[src/pkg/brake_seq_pkg.sv]
// Constants shared by the brake interlock and alarm sequencer
package brake_seq_pkg;
    // Time base: 10 ms tick derived from the 125 MHz clock
    localparam int CLK_PERIOD_NS = 8;
    localparam int TICK_PERIOD_MS = 10;
    localparam int TICK_PERIOD_NS = TICK_PERIOD_MS * 1000000;
    localparam int TICK_CYCLES = TICK_PERIOD_NS / CLK_PERIOD_NS;

    // APB byte offsets
    localparam int ADDR_W = 8;
    localparam logic [7:0] OFS_OUT_SELECT = 8'h00;
    localparam logic [7:0] OFS_STAND_DELAY = 8'h04;
    localparam logic [7:0] OFS_SPEED_LEVEL = 8'h08;
    localparam logic [7:0] OFS_TIMEOUT = 8'h0C;
    localparam logic [7:0] OFS_MAX_SPEED = 8'h10;
    localparam logic [7:0] OFS_STATUS = 8'h14;

    // Field widths and positions
    localparam int SEL_LSB = 8;
    localparam int SEL_MSB = 9;
    localparam int DELAY_W = 6;
    localparam int SPEED_W = 14;
    localparam int TIMEOUT_W = 7;
    localparam int CODE_W = 3;
    localparam int NUM_CIRCUITS = 3;

    // Status register bit positions
    localparam int STS_MOTOR_ON = 0;
    localparam int STS_BRAKE_REL = 1;
    localparam int STS_ALARM = 2;
    localparam int STS_ENCODER = 3;
    localparam int STS_CODE_LSB = 4;
    localparam int STS_RUNNING = 7;

    // Reset values and setting limits
    localparam logic [1:0] SEL_RST = 2'h0;
    localparam logic [5:0] DELAY_RST = 6'h00;
    localparam logic [5:0] DELAY_MAX = 6'h32;
    localparam logic [13:0] SPEED_RST = 14'h0064;
    localparam logic [13:0] SPEED_SET_MAX = 14'h2710;
    localparam logic [13:0] MAX_SPEED_RST = 14'h0BB8;
    localparam logic [6:0] TIMEOUT_RST = 7'h32;
    localparam logic [6:0] TIMEOUT_MIN = 7'h0A;
    localparam logic [6:0] TIMEOUT_MAX = 7'h64;

    // Sequencer states
    typedef enum logic [2:0] {
        ST_OFF,
        ST_ON,
        ST_STAND_WAIT,
        ST_RUN_WAIT
    } seq_state_t;
endpackage

[src/design/brake_alarm_seq.sv]
// Brake interlock and alarm sequencer with APB configuration
//
// Register access over APB and the register addresses were decided locally.
`timescale 1ns/1ns
module brake_alarm_seq #(
    parameter int TICK_CYCLES = brake_seq_pkg::TICK_CYCLES
) (
    input wire logic clock,                 // 125 MHz system clock
    input wire logic arst_n,                // Asynchronous reset
    input wire logic psel,                  // APB select
    input wire logic penable,               // APB enable
    input wire logic pwrite,                // APB write
    input wire logic [7:0] paddr,           // APB byte address
    input wire logic [31:0] pwdata,         // APB write data
    output logic [31:0] prdata,             // APB read data
    output logic pready,                    // APB ready
    output logic pslverr,                   // APB error
    input wire logic servo_on_n,            // Servo-on pin, low = on
    input wire logic alarm_clear_in,        // Alarm clear pin, high = on
    input wire logic [13:0] motor_speed,    // Speed magnitude, per min
    input wire logic alarm_detect,          // Alarm event pulse
    input wire logic [2:0] alarm_type,      // Code of detected alarm
    input wire logic alarm_is_encoder,      // Alarm is encoder class
    input wire logic [2:0] other_out_on,    // Other signals per circuit
    output logic motor_power_on,            // Power stage enable
    output logic brake_interlock_out,       // Low releases the brake
    output logic [2:0] out_circuit_n,       // Output circuits, low closed
    output logic alarm_status_out,          // High while alarmed
    output logic alarm_code_bit0,           // Alarm code bit 0
    output logic alarm_code_bit1,           // Alarm code bit 1
    output logic alarm_code_bit2            // Alarm code bit 2
);
    // All sequencer, alarm and register state
    typedef struct packed {
        brake_seq_pkg::seq_state_t st;      // Sequencer state
        logic [6:0] ticks;                  // Ticks since sequence start
        logic motor_on;                     // Power stage enabled
        logic brake_rel;                    // Brake released
        logic [2:0] circ_n;                 // Output circuit levels
        logic alarm;                        // Alarm latched
        logic encoder;                      // Latched alarm is encoder
        logic [2:0] code;                   // Latched alarm code
        logic clr_prev;                     // Clear level, last cycle
        logic [1:0] sel;                    // Brake output select
        logic [5:0] delay;                  // Standstill delay
        logic [13:0] level;                 // Running speed level
        logic [6:0] timeout;                // Running timeout
        logic [13:0] max_speed;             // Motor maximum speed
        logic [31:0] rdata;                 // Registered read data
        logic err;                          // Registered slave error
    } seq_regs_t;

    seq_regs_t s_reg;
    seq_regs_t s_next;
    logic [1:0] pins_sync;                  // Synchronised pins
    logic son;                              // Servo-on requested
    logic clr_level;                        // Clear pin active
    logic tick;                             // 10 ms tick
    logic restart;                          // Realign time base
    logic [13:0] lvl_eff;                   // Effective speed level
    logic stopped;                          // Motor counts as stopped
    logic clr_edge;                         // Clear pin rising edge
    logic wr;                               // APB write access
    logic [6:0] ticks_inc;                  // Tick count plus one

    // Pins cross into the clock domain; servo-on idles off
    sync2 #(.W(2), .RESET_VAL(2'h1)) u_sync (
        .clock(clock),
        .arst_n(arst_n),
        .d({alarm_clear_in, servo_on_n}),
        .q(pins_sync)
    );

    // Time base realigned whenever a timed sequence starts
    tick_gen #(.CYCLES(TICK_CYCLES)) u_tick (
        .clock(clock),
        .arst_n(arst_n),
        .restart(restart),
        .tick(tick)
    );

    assign son = ~pins_sync[0];
    assign clr_level = pins_sync[1];
    assign clr_edge = clr_level & ~s_reg.clr_prev;
    // Level above the maximum speed is cut to it
    assign lvl_eff = (s_reg.level > s_reg.max_speed) ?
        s_reg.max_speed : s_reg.level;
    assign stopped = motor_speed < lvl_eff;
    assign restart = (s_reg.st != s_next.st);
    assign ticks_inc = s_reg.ticks + 7'h01;
    assign wr = psel & penable & pwrite;

    // Sequencer, alarm latch and register file next state
    always_comb begin
        s_next = s_reg;
        s_next.clr_prev = clr_level;
        s_next.rdata = 32'h0000_0000;
        s_next.err = 1'b0;
        if (tick) begin
            s_next.ticks = ticks_inc;
        end
        // Clear first, so a new alarm in the same cycle wins
        if (clr_edge && !s_reg.encoder) begin
            s_next.alarm = 1'b0;
        end
        if (alarm_detect && !s_next.alarm) begin
            s_next.alarm = 1'b1;
            s_next.code = alarm_type;
            s_next.encoder = alarm_is_encoder;
        end else if (alarm_detect) begin
            s_next.encoder = s_reg.encoder | alarm_is_encoder;
        end
        case (s_reg.st)
            brake_seq_pkg::ST_OFF: begin
                // Power up and release the brake together
                if (son && !s_reg.alarm && !alarm_detect) begin
                    s_next.st = brake_seq_pkg::ST_ON;
                    s_next.motor_on = 1'b1;
                    s_next.brake_rel = 1'b1;
                end
            end
            brake_seq_pkg::ST_ON: begin
                s_next.ticks = 7'h00;
                if (alarm_detect || s_reg.alarm) begin
                    s_next.motor_on = 1'b0;
                    if (stopped) begin
                        s_next.brake_rel = 1'b0;
                        s_next.st = brake_seq_pkg::ST_OFF;
                    end else begin
                        s_next.st = brake_seq_pkg::ST_RUN_WAIT;
                    end
                end else if (!son) begin
                    if (!stopped) begin
                        s_next.motor_on = 1'b0;
                        s_next.st = brake_seq_pkg::ST_RUN_WAIT;
                    end else if (s_reg.delay == 6'h00) begin
                        s_next.motor_on = 1'b0;
                        s_next.brake_rel = 1'b0;
                        s_next.st = brake_seq_pkg::ST_OFF;
                    end else begin
                        s_next.brake_rel = 1'b0;
                        s_next.st = brake_seq_pkg::ST_STAND_WAIT;
                    end
                end
            end
            brake_seq_pkg::ST_STAND_WAIT: begin
                // Brake applied, motor held until the delay runs out or an alarm is detected
                if (alarm_detect ||
                    (tick && ticks_inc >= {1'b0, s_reg.delay})) begin
                    s_next.motor_on = 1'b0;
                    s_next.st = brake_seq_pkg::ST_OFF;
                end
            end
            brake_seq_pkg::ST_RUN_WAIT: begin
                // Motor off, brake waits for speed or timeout
                if (stopped ||
                    (tick && ticks_inc >= s_reg.timeout)) begin
                    s_next.brake_rel = 1'b0;
                    s_next.st = brake_seq_pkg::ST_OFF;
                end
            end
            default: begin
                s_next.st = brake_seq_pkg::ST_OFF;
                s_next.motor_on = 1'b0;
                s_next.brake_rel = 1'b0;
            end
        endcase
        // Each circuit ORs the brake with other assigned signals
        for (int i = 0; i < brake_seq_pkg::NUM_CIRCUITS; i++) begin
            s_next.circ_n[i] = ~(other_out_on[i] |
                (s_next.brake_rel &&
                 s_reg.sel == 2'(i + 1)));
        end
        // Register writes; delay, level and timeout clamped to their setting ranges
        if (wr) begin
            case (paddr)
                brake_seq_pkg::OFS_OUT_SELECT: begin
                    s_next.sel = pwdata[brake_seq_pkg::SEL_MSB:
                                        brake_seq_pkg::SEL_LSB];
                end
                brake_seq_pkg::OFS_STAND_DELAY: begin
                    s_next.delay = (pwdata[5:0] > brake_seq_pkg::DELAY_MAX
                        || pwdata[31:6] != 26'h0) ?
                        brake_seq_pkg::DELAY_MAX : pwdata[5:0];
                end
                brake_seq_pkg::OFS_SPEED_LEVEL: begin
                    s_next.level = (pwdata[13:0] >
                        brake_seq_pkg::SPEED_SET_MAX ||
                        pwdata[31:14] != 18'h0) ?
                        brake_seq_pkg::SPEED_SET_MAX : pwdata[13:0];
                end
                brake_seq_pkg::OFS_TIMEOUT: begin
                    if (pwdata[6:0] > brake_seq_pkg::TIMEOUT_MAX ||
                        pwdata[31:7] != 25'h0) begin
                        s_next.timeout = brake_seq_pkg::TIMEOUT_MAX;
                    end else if (pwdata[6:0] <
                        brake_seq_pkg::TIMEOUT_MIN) begin
                        s_next.timeout = brake_seq_pkg::TIMEOUT_MIN;
                    end else begin
                        s_next.timeout = pwdata[6:0];
                    end
                end
                brake_seq_pkg::OFS_MAX_SPEED: begin
                    s_next.max_speed = pwdata[13:0];
                end
                default: begin
                    s_next.max_speed = s_reg.max_speed;
                end
            endcase
        end
        // Read data and error captured in the setup cycle
        if (psel && !penable) begin
            case (paddr)
                brake_seq_pkg::OFS_OUT_SELECT: begin
                    s_next.rdata[brake_seq_pkg::SEL_MSB:
                                 brake_seq_pkg::SEL_LSB] = s_reg.sel;
                end
                brake_seq_pkg::OFS_STAND_DELAY: begin
                    s_next.rdata[5:0] = s_reg.delay;
                end
                brake_seq_pkg::OFS_SPEED_LEVEL: begin
                    s_next.rdata[13:0] = s_reg.level;
                end
                brake_seq_pkg::OFS_TIMEOUT: begin
                    s_next.rdata[6:0] = s_reg.timeout;
                end
                brake_seq_pkg::OFS_MAX_SPEED: begin
                    s_next.rdata[13:0] = s_reg.max_speed;
                end
                brake_seq_pkg::OFS_STATUS: begin
                    s_next.rdata[brake_seq_pkg::STS_MOTOR_ON] =
                        s_reg.motor_on;
                    s_next.rdata[brake_seq_pkg::STS_BRAKE_REL] =
                        s_reg.brake_rel;
                    s_next.rdata[brake_seq_pkg::STS_ALARM] = s_reg.alarm;
                    s_next.rdata[brake_seq_pkg::STS_ENCODER] =
                        s_reg.encoder;
                    s_next.rdata[brake_seq_pkg::STS_CODE_LSB +: 3] =
                        s_reg.code;
                    s_next.rdata[brake_seq_pkg::STS_RUNNING] = ~stopped;
                end
                default: begin
                    s_next.err = 1'b1;
                end
            endcase
            if (pwrite && paddr == brake_seq_pkg::OFS_STATUS) begin
                s_next.err = 1'b1;
            end
        end else if (psel) begin
            s_next.rdata = s_reg.rdata;
            s_next.err = s_reg.err;
        end
    end

    // State register with documented defaults
    always_ff @(posedge clock or negedge arst_n) begin
        if (!arst_n) begin
            s_reg <= '0;
            s_reg.st <= brake_seq_pkg::ST_OFF;
            s_reg.circ_n <= 3'h7;
            s_reg.sel <= brake_seq_pkg::SEL_RST;
            s_reg.delay <= brake_seq_pkg::DELAY_RST;
            s_reg.level <= brake_seq_pkg::SPEED_RST;
            s_reg.timeout <= brake_seq_pkg::TIMEOUT_RST;
            s_reg.max_speed <= brake_seq_pkg::MAX_SPEED_RST;
        end else begin
            s_reg <= s_next;
        end
    end

    // Outputs straight from flip-flops, pready tied high
    assign pready = 1'b1;
    assign prdata = s_reg.rdata;
    assign pslverr = s_reg.err;
    assign motor_power_on = s_reg.motor_on;
    assign brake_interlock_out = ~s_reg.brake_rel;
    assign out_circuit_n = s_reg.circ_n;
    assign alarm_status_out = s_reg.alarm;
    assign alarm_code_bit0 = s_reg.code[0];
    assign alarm_code_bit1 = s_reg.code[1];
    assign alarm_code_bit2 = s_reg.code[2];
endmodule

[src/design/sync2.sv]
// Two-flop synchroniser for asynchronous pin levels
`timescale 1ns/1ns
module sync2 #(
    parameter int W = 1,
    parameter logic [W-1:0] RESET_VAL = '0
) (
    input wire logic clock,         // System clock
    input wire logic arst_n,        // Asynchronous reset, active low
    input wire logic [W-1:0] d,     // Asynchronous levels
    output logic [W-1:0] q          // Synchronised levels
);
    // First and second stage; only the second stage reads the first
    typedef struct packed {
        logic [W-1:0] meta;
        logic [W-1:0] stable;
    } sync_state_t;

    sync_state_t s_reg;
    sync_state_t s_next;

    // Shift the pin level through both stages
    always_comb begin
        s_next.meta = d;
        s_next.stable = s_reg.meta;
    end

    // Both stages start from the inactive level
    always_ff @(posedge clock or negedge arst_n) begin
        if (!arst_n) begin
            s_reg <= {RESET_VAL, RESET_VAL};
        end else begin
            s_reg <= s_next;
        end
    end

    assign q = s_reg.stable;
endmodule

[src/design/tick_gen.sv]
// Restartable time-base tick generator
`timescale 1ns/1ns
module tick_gen #(
    parameter int CYCLES = 1250000
) (
    input wire logic clock,         // System clock
    input wire logic arst_n,        // Asynchronous reset, active low
    input wire logic restart,       // Realign the time base to now
    output logic tick               // One-cycle pulse per period
);
    localparam int CW = $clog2(CYCLES + 1);
    localparam logic [CW-1:0] LAST = CW'(CYCLES - 1);

    // Cycle counter and registered tick
    typedef struct packed {
        logic [CW-1:0] cnt;
        logic tick;
    } tick_state_t;

    tick_state_t s_reg;
    tick_state_t s_next;

    // Count cycles; a restart begins a fresh full period
    always_comb begin
        s_next = s_reg;
        s_next.tick = 1'b0;
        if (restart) begin
            s_next.cnt = '0;
        end else if (s_reg.cnt == LAST) begin
            s_next.cnt = '0;
            s_next.tick = 1'b1;
        end else begin
            s_next.cnt = s_reg.cnt + CW'(1);
        end
    end

    // State register
    always_ff @(posedge clock or negedge arst_n) begin
        if (!arst_n) begin
            s_reg <= '0;
        end else begin
            s_reg <= s_next;
        end
    end

    assign tick = s_reg.tick;
endmodule

[config.mk]
export PLATFORM = sky130hd
export DESIGN_NAME = brake_alarm_seq
export DESIGN_NICKNAME = d
export VERILOG_FILES = /design/src/pkg/brake_seq_pkg.sv /design/src/design/brake_alarm_seq.sv /design/src/design/sync2.sv /design/src/design/tick_gen.sv
export SDC_FILE = /design/constraint.sdc
export NUM_CORES = 1
export LEC_CHECK = 0
export ABC_AREA = 1
export BUFFER_PORTS_ARGS = -buffer_cell sky130_fd_sc_hd__buf_2
export CORE_MARGIN = 8
export CORE_UTILIZATION = 40
export DETAILED_ROUTE_END_ITERATION = 7
export PLACE_DENSITY = 0.57
export SLEW_MARGIN = 20
export SYNTH_ARGS = -nofsm -noshare
export SYNTH_HDL_FRONTEND = slang
export SYNTH_HIERARCHICAL = 1
export SYNTH_SLANG_ARGS = --single-unit
[constraint.sdc]
create_clock -name clock -period 5.3 [get_ports clock]
set_input_delay 1.325 -clock clock [delete_from_list [all_inputs] [get_ports clock]]
set_output_delay 1.325 -clock clock [all_outputs]
set_load 0.005 [all_outputs]
==> results of run 1 <==
worst reg2reg max path, stage by stage (launching register included):
cell and delay (ns):
dfstp_2 0.55, inv_1 0.06, ha_1 0.29, nand2_1 0.07, nor2_1 0.16, nand2_1 0.08, nand3_1 0.07, nand2_1 0.06
nand2_2 0.09, nand2_4 0.16, o21ai_0 0.28, ha_1 0.30, a21oi_1 0.16, nor2_1 0.05, a211oi_1 0.16, nand2_1 0.07
nand2_1 0.07, nand2_2 0.10, nand2_1 0.07, nand2_1 0.06, nand2_2 0.08, nand2_2 0.07, and2_1 0.15, nand2_1 0.31
inv_1 0.22, nand2_4 0.16, nor2_1 0.07
path summary, 6_finish.rpt:
| kind | depth (start not counted) | endpoint | slack, ns |
|---|---|---|---|
| max in group asynchronous | 2 | u_tick/s_reg[1]$_DFF_PN0_ | 3.63 |
| min in group asynchronous | 2 | s_reg[64]$_DFFE_PN0P_ | 1.05 |
| setup reg to reg | 26 | u_tick/s_reg[10]$_DFF_PN0_ | 1.26 |
| hold reg to reg | 0 | u_sync/q[1]$_DFF_PN0_ | 0.35 |
| setup / recovery | 26 | u_tick/s_reg[10]$_DFF_PN0_ | 1.26 |
| hold / removal | 0 | u_sync/q[1]$_DFF_PN0_ | 0.35 |
cell usage in the layout, fill, tap and decap left out, types with 2 or more instances in the layout:
cell / netlist / final
conb_1: 2 / 20
clkinv_2: 0 / 3
xor2_1: 14 / 14
a21boi_0: 3 / 3
dfrtp_1: 87 / 87
o2111ai_1: 2 / 2
o22ai_1: 20 / 20
nand2_2: 9 / 9
nor3_1: 13 / 13
a22o_1: 5 / 5
ha_1: 42 / 42
clkbuf_16: 0 / 9
a31oi_1: 2 / 2
o21ai_1: 2 / 2
a22oi_1: 2 / 2
a21oi_1: 26 / 26
nand2_4: 2 / 2
inv_1: 130 / 130
nor4_1: 5 / 5
buf_2: 0 / 91
o31ai_1: 3 / 3
nor2_4: 4 / 4
nand3_1: 53 / 53
nand2_1: 148 / 148
nor3b_1: 2 / 2
nor2_2: 5 / 5
inv_2: 8 / 8
dfstp_2: 18 / 18
xnor2_1: 2 / 2
o221ai_1: 2 / 2
nor2_1: 86 / 86
clkinv_4: 0 / 3
nand4_1: 8 / 8
o21ai_0: 72 / 72
a211oi_1: 4 / 4
buf_4: 36 / 4
kinds of logic (layout without fill, tap and decap cells):
kind of cell | Yosys count | count (layout) | synth area share
simple gates | 341 | 341 | 0.232
buf+inv | 186 | 249 | 0.127
compound gates | 149 | 149 | 0.131
flops | 105 | 105 | 0.405
fa+ha+maj | 42 | 42 | 0.0802
xor+xnor | 16 | 16 | 0.0214
other cells | 2 | 21 | 0.00115
mux | 1 | 1 | 0.00172
per-layer routing:
metal | up-vias | track usage | wire (um)
li1 | 2845 | - | -
met2 | 160 | 0.252 | 7330
met5 | - | 0 | 8
met3 | 25 | 0.0352 | 1290
met1 | 2585 | 0.244 | 8290
met4 | 2 | 0.0614 | 322
layout make-up:
cell class                      instances  share of cell area
Antenna cell                            1            0.000340
Clock buffer                            9              0.0306
Clock inverter                          7             0.00969
Inverter                              138              0.0704
Multi-Input combinational cell        569               0.426
Sequential cell                       105               0.360
Tap cell                              216              0.0367
Timing Repair Buffer                   95              0.0660
stage by stage:
step                      cells   util  setup WS (ns)  area (um^2)
final                      1140  0.461           1.26         7360
after global routing       1139  0.461          0.729         7350
after CTS                  1139  0.461           1.19         7350
after detailed placement   1123  0.443           1.20         7060
after global placement     1123  0.443           1.29         7060
after floorplan             860      -           1.77         6620
report_power, final:
group          total [mW]  internal [mW]  switching (mW)
Clock               0.677          0.367           0.310
Combinational       0.170         0.0636           0.106
Sequential          0.848          0.830          0.0177
==> results.sh, run 1 <==
export IMPL_wire_per_inst_um=15.1
export IMPL_cpMostUsedCell="nand2_1"
export IMPL_max_vdd_ir_drop_mv=0.151
export IMPL_die_area_mm2=0.0207
export IMPL_vias_per_cell=4.93
export IMPL_hold_start="u_sync/s_next[1]$_DFF_PN0_"
export IMPL_cap_violations=0
export IMPL_area_delta_synth_final_pct=12.3
export IMPL_worstMarginPinSlew_ns=1.02
export IMPL_die_h_um=144
export IMPL_numPortBuffers=92
export IMPL_yosysMostFrequentCell="nand2_1"
export IMPL_yosys_top_cells_area="dfrtp_1, nand2_1, ha_1"
export IMPL_worstPathMaxFanout=27
export IMPL_largest_reg_flops=56
export IMPL_status="complete, no violations"
export IMPL_clk_pin_slew_ns=0.07
export IMPL_die_w_um=144
export IMPL_synth_area_per_cell_um2=7.78
export IMPL_holdWs_ns=0.354
export IMPL_crit_type="reg2reg"
export IMPL_io_pins=112
export IMPL_synth_edf_count=0
export IMPL_cp_slowest_cell="dfstp_2"
export IMPL_fin_nets=1029
export IMPL_required_ns=5.54
export IMPL_crit_family="simple AND/OR/NAND/NOR gates"
export IMPL_max_freq_ghz=0.247
export IMPL_multi_input_comb_area_mm2=0.00313
export IMPL_core_mm2=0.0159
export IMPL_initial_utilization=0.411
export IMPL_clkLatencyLatePin_ns=0.35
export IMPL_power_leakage_nw=3.65
export IMPL_power_total_mw=1.69
export IMPL_clk_path_buf_depth=2
export IMPL_setup_violations=0
export IMPL_firstDrtPassIters=6
export IMPL_cts_setup_buffers=0
export IMPL_synth_top_area_frac=0.332
export IMPL_globalRouteTotalUtil=0.172
export IMPL_grt_max_degree=63
export IMPL_worstHoldPathType="reg2reg"
export IMPL_synthDistinctLibCells=46
export IMPL_drive_above_1_share=0.177
export IMPL_hold_buffers=0
export IMPL_synth_cells=842
export IMPL_hold_viol_final=0
export IMPL_yosys_warnings=6
export IMPL_rr_startpoint="s_reg[38]$_DFFE_PN1P_"
export IMPL_path_buf_inv=2
export IMPL_grt_ovfl_total=0
export IMPL_num_vias=5617
export IMPL_cp_start_kind="flip-flop"
export IMPL_gp_congestion=0.808
export IMPL_worst_slew_margin_rel=0.315
export IMPL_grt_pass1_wl_um=27800
export IMPL_worst_ep_arrival_time_ns=4.28
export IMPL_antenna_found_initial=1
export IMPL_rsz0062_at_grt="false"
export IMPL_cts_tree="built"
export IMPL_syn_area_mm2=0.00655
export IMPL_drt_iter0_markers=402
export IMPL_power_density_mw_per_mm2=230
export IMPL_cts_resized=0
export IMPL_drcViolationCount=0
export IMPL_slew_violations=0
export IMPL_yosys_register_bits=105
export IMPL_ctsHtreeMaxLevel=3
export IMPL_ys_top_cells_by_count="nand2_1, inv_1, dfrtp_1"
export IMPL_async_reset_ff_frac=1.00
export IMPL_finalWirelength_um=17200
export IMPL_min_period_ns=4.04
export IMPL_cp_end_kind="flip-flop"
export IMPL_finalClockSkew_ns=0.00758
export IMPL_cts_root_buf="clkbuf_16"
export IMPL_synthFlopType="dfrtp_1"
export IMPL_numCtsBuffers=9
export IMPL_rows=46
export IMPL_synth_largest_area_cell="dfrtp_1"
export IMPL_dpl_hpwl_um=13700
export IMPL_ant_nets=0
export IMPL_setup_tns_ns=0
export IMPL_fin_crit_sh=0.763
export IMPL_seq_area_mm2=0.00265
export IMPL_n_fill_cell=1605
export IMPL_yosysSeqAreaShare=0.405
export IMPL_cts_sinks=105
export IMPL_cp_startpoint="s_reg[38]$_DFFE_PN1P_"
export IMPL_grt_pass1_vias=5372
export IMPL_slowest_delay_ns=0.55
Note: power is estimated with default switching activity, not from simulation.
==> run 2, diff against run 1 <==
PLACE_DENSITY = 0.59   (was 0.57)
clock period = 3.48 ns   (was 5.3 ns; I/O delays follow)
==> run 2 against run 1 <==
Effect of this change: worst hold slack gained 0.0056 ns; highest routed layer unchanged; die area is the same; the flow now finishes with violations (setup timing); power rose by 55%; sequential cell count unchanged; worst setup slack worse by 1.3 ns.
==> results.sh, run 2 (synthesis results as in run 1) <==
export IMPL_status="finished with violations"
export IMPL_violations="setup timing"
export IMPL_setup_tns_ns=-0.0172
export IMPL_power_switching_mw=0.687
export IMPL_numCtsBuffers=9
export IMPL_largest_reg_flops=56
export IMPL_fin_crit_sh=1.00
export IMPL_numPortBuffers=92
export IMPL_fin_nets=1071
export IMPL_cts_sinks=105
export IMPL_n_fill_cell=1572
export IMPL_worstMarginPinSlew_ns=0.617
export IMPL_cp_start_kind="flip-flop"
export IMPL_worst_slew_margin_rel=0.587
export IMPL_hold_viol_final=0
export IMPL_required_ns=3.76
export IMPL_min_period_ns=3.50
export IMPL_r2r_cells=24
export IMPL_p_int_mw=1.95
export IMPL_globalRouteTotalUtil=0.176
export IMPL_finalWirelength_um=17900
export IMPL_worst_ep_arrival_time_ns=3.78
export IMPL_setup_violations=1
export IMPL_holdWs_ns=0.360
export IMPL_area_delta_synth_final_pct=20.7
export IMPL_max_freq_ghz=0.286
export IMPL_seqPwrFrac=0.490
export IMPL_rows=46
export IMPL_cts_tree="built"
export IMPL_ctsHtreeMaxLevel=3
export IMPL_clk_pin_slew_ns=0.08
export IMPL_grt_ovfl_total=0
export IMPL_drive_above_1_share=0.245
export IMPL_finalClockSkew_ns=0.00860
export IMPL_vias_per_cell=4.86
export IMPL_core_mm2=0.0159
export IMPL_fin_ws_ns=-0.0172
export IMPL_holdPathStages=0
export IMPL_max_vdd_ir_drop_mv=0.267
export IMPL_clk_path_buf_depth=2
export IMPL_worstHoldPathType="reg2reg"
export IMPL_gp_congestion=0.847
export IMPL_layout_commonest_cell="nand2_1"
export IMPL_final_util=0.496
export IMPL_dpl_hpwl_um=13600
export IMPL_grt_max_degree=79
export IMPL_clkPwrFrac=0.398
export IMPL_grt_pass1_vias=5501
export IMPL_num_vias=5748
export IMPL_clkLatencyLatePin_ns=0.36
export IMPL_wire_per_inst_um=15.1
export IMPL_initial_utilization=0.411
export IMPL_final_cell_mix="nand2_1, inv_1, buf_2"
export IMPL_swShare=0.261
export IMPL_io_pins=112
export IMPL_antenna_found_initial=3
export IMPL_power_density_mw_per_mm2=333
export IMPL_cts_root_buf="clkbuf_16"
export IMPL_drcViolationCount=0
export IMPL_seq_area_mm2=0.00265
export IMPL_die_w_um=144
export IMPL_power_leakage_nw=3.91
export IMPL_pwr_share_comb=0.111
export IMPL_cap_violations=0
export IMPL_die_area_mm2=0.0207
export IMPL_ant_nets=0
export IMPL_slew_violations=0
export IMPL_multi_input_comb_area_mm2=0.00334
export IMPL_worstPathMaxFanout=5
export IMPL_cp_end_kind="flip-flop"
export IMPL_rsz0062_at_grt="true"
export IMPL_drt_iter0_markers=342
export IMPL_postPlaceCellArea_mm2=0.00732
export IMPL_die_h_um=144
export IMPL_firstDrtPassIters=5
export IMPL_crit_type="reg2reg"
export IMPL_postLayoutCellArea_mm2=0.00791
export IMPL_grt_pass1_wl_um=28700
## run 2: changes by cell type in the layout (fill, tap and decap cells not counted), sizes merged
| cell | change |
|---|---|
| clkinv | -6 |
| nand2 | +2 |
| clkbuf | +2 |
| buf | +40 |
| inv | +2 |
| clkinvlp | +2 |
## run 2: what timing repair did
action / 4_1_cts / 5_1_grt
buffers inserted: 8 / 2
pin swaps: 7 / 14
endpoints found under the setup margin: 22 / 25
hold buffers: 0 / 0
cloned: 3 / 0
gates resized for setup: 17 / 41
## run 2: final timing paths
| kind | start | to | slack, ns |
|---|---|---|---|
| max | s_reg[44]$_DFFE_PN1P_ | u_tick/s_reg[3]$_DFF_PN0_ | -0.02 |
| min | u_sync/s_next[1]$_DFF_PN0_ | u_sync/q[1]$_DFF_PN0_ | 0.36 |
| max reg2reg | s_reg[44]$_DFFE_PN1P_ | u_tick/s_reg[3]$_DFF_PN0_ | -0.02 |
| min reg2reg | u_sync/s_next[1]$_DFF_PN0_ | u_sync/q[1]$_DFF_PN0_ | 0.36 |
| max in group asynchronous | arst_n | u_sync/q[0]$_DFF_PN1_ | 2.26 |
| min in group asynchronous | arst_n | s_reg[43]$_DFFE_PN0P_ | 0.43 |
## run 2: worst max-delay path, cell delays in order (launching register included)
cell and delay (ns):
dfstp_2 0.54, inv_2 0.05, ha_4 0.27, nand2_4 0.05, nor2_4 0.11, nand2_2 0.07
nor2_2 0.09, nand2_2 0.07, nand2_4 0.14, nand2_8 0.08, nor2_2 0.09, a21oi_1 0.05
ha_1 0.30, a21oi_2 0.13, nor2_1 0.04, a211oi_1 0.16, o221a_2 0.24, nand2_4 0.08
inv_2 0.07, nand2_2 0.05, nand3_2 0.08, a21boi_4 0.24, nand2_8 0.09, buf_6 0.15
nor3b_2 0.16
## run 2: metal layers
layer,wire length (um),part of all wire,global-route usage,vias up
li1,-,-,-,2937
met1,8470,0.47,0.241,2638
met2,7840,0.44,0.269,147
met3,1270,0.071,0.0441,22
met4,295,0.016,0.0481,4
met5,16,0.00089,0,-
## run 2: layout make-up
| type | instances | share of cell area |
|---|---|---|
| antenna | 1 | 0.000317 |
| clock buffer | 11 | 0.0294 |
| clock inverter | 5 | 0.00791 |
| inverter | 138 | 0.0661 |
| multi-input combinational | 571 | 0.423 |
| sequential | 105 | 0.335 |
| tap | 216 | 0.0342 |
| timing repair buffer | 135 | 0.104 |
## run 2: power by group through the flow
stage	sequential, mW	combinational [mW]	clock, mW
floorplan	1.31	0.144	0
global placement	1.31	0.271	0
detailed placement	1.31	0.274	0
CTS	1.29	0.285	1.08
global route	1.30	0.333	1.13
finish	1.29	0.293	1.05
## run 2: through the flow
stage / total power, mW / cells / setup WS, ns
final: 2.63 / 1182 / -0.0172
after global placement: 1.58 / 1154 / -0.100
after floorplan: 1.45 / 860 / 0.0602
after CTS: 2.66 / 1181 / -0.0136
after detailed placement: 1.59 / 1154 / -0.185
after global routing: 2.76 / 1182 / -0.212
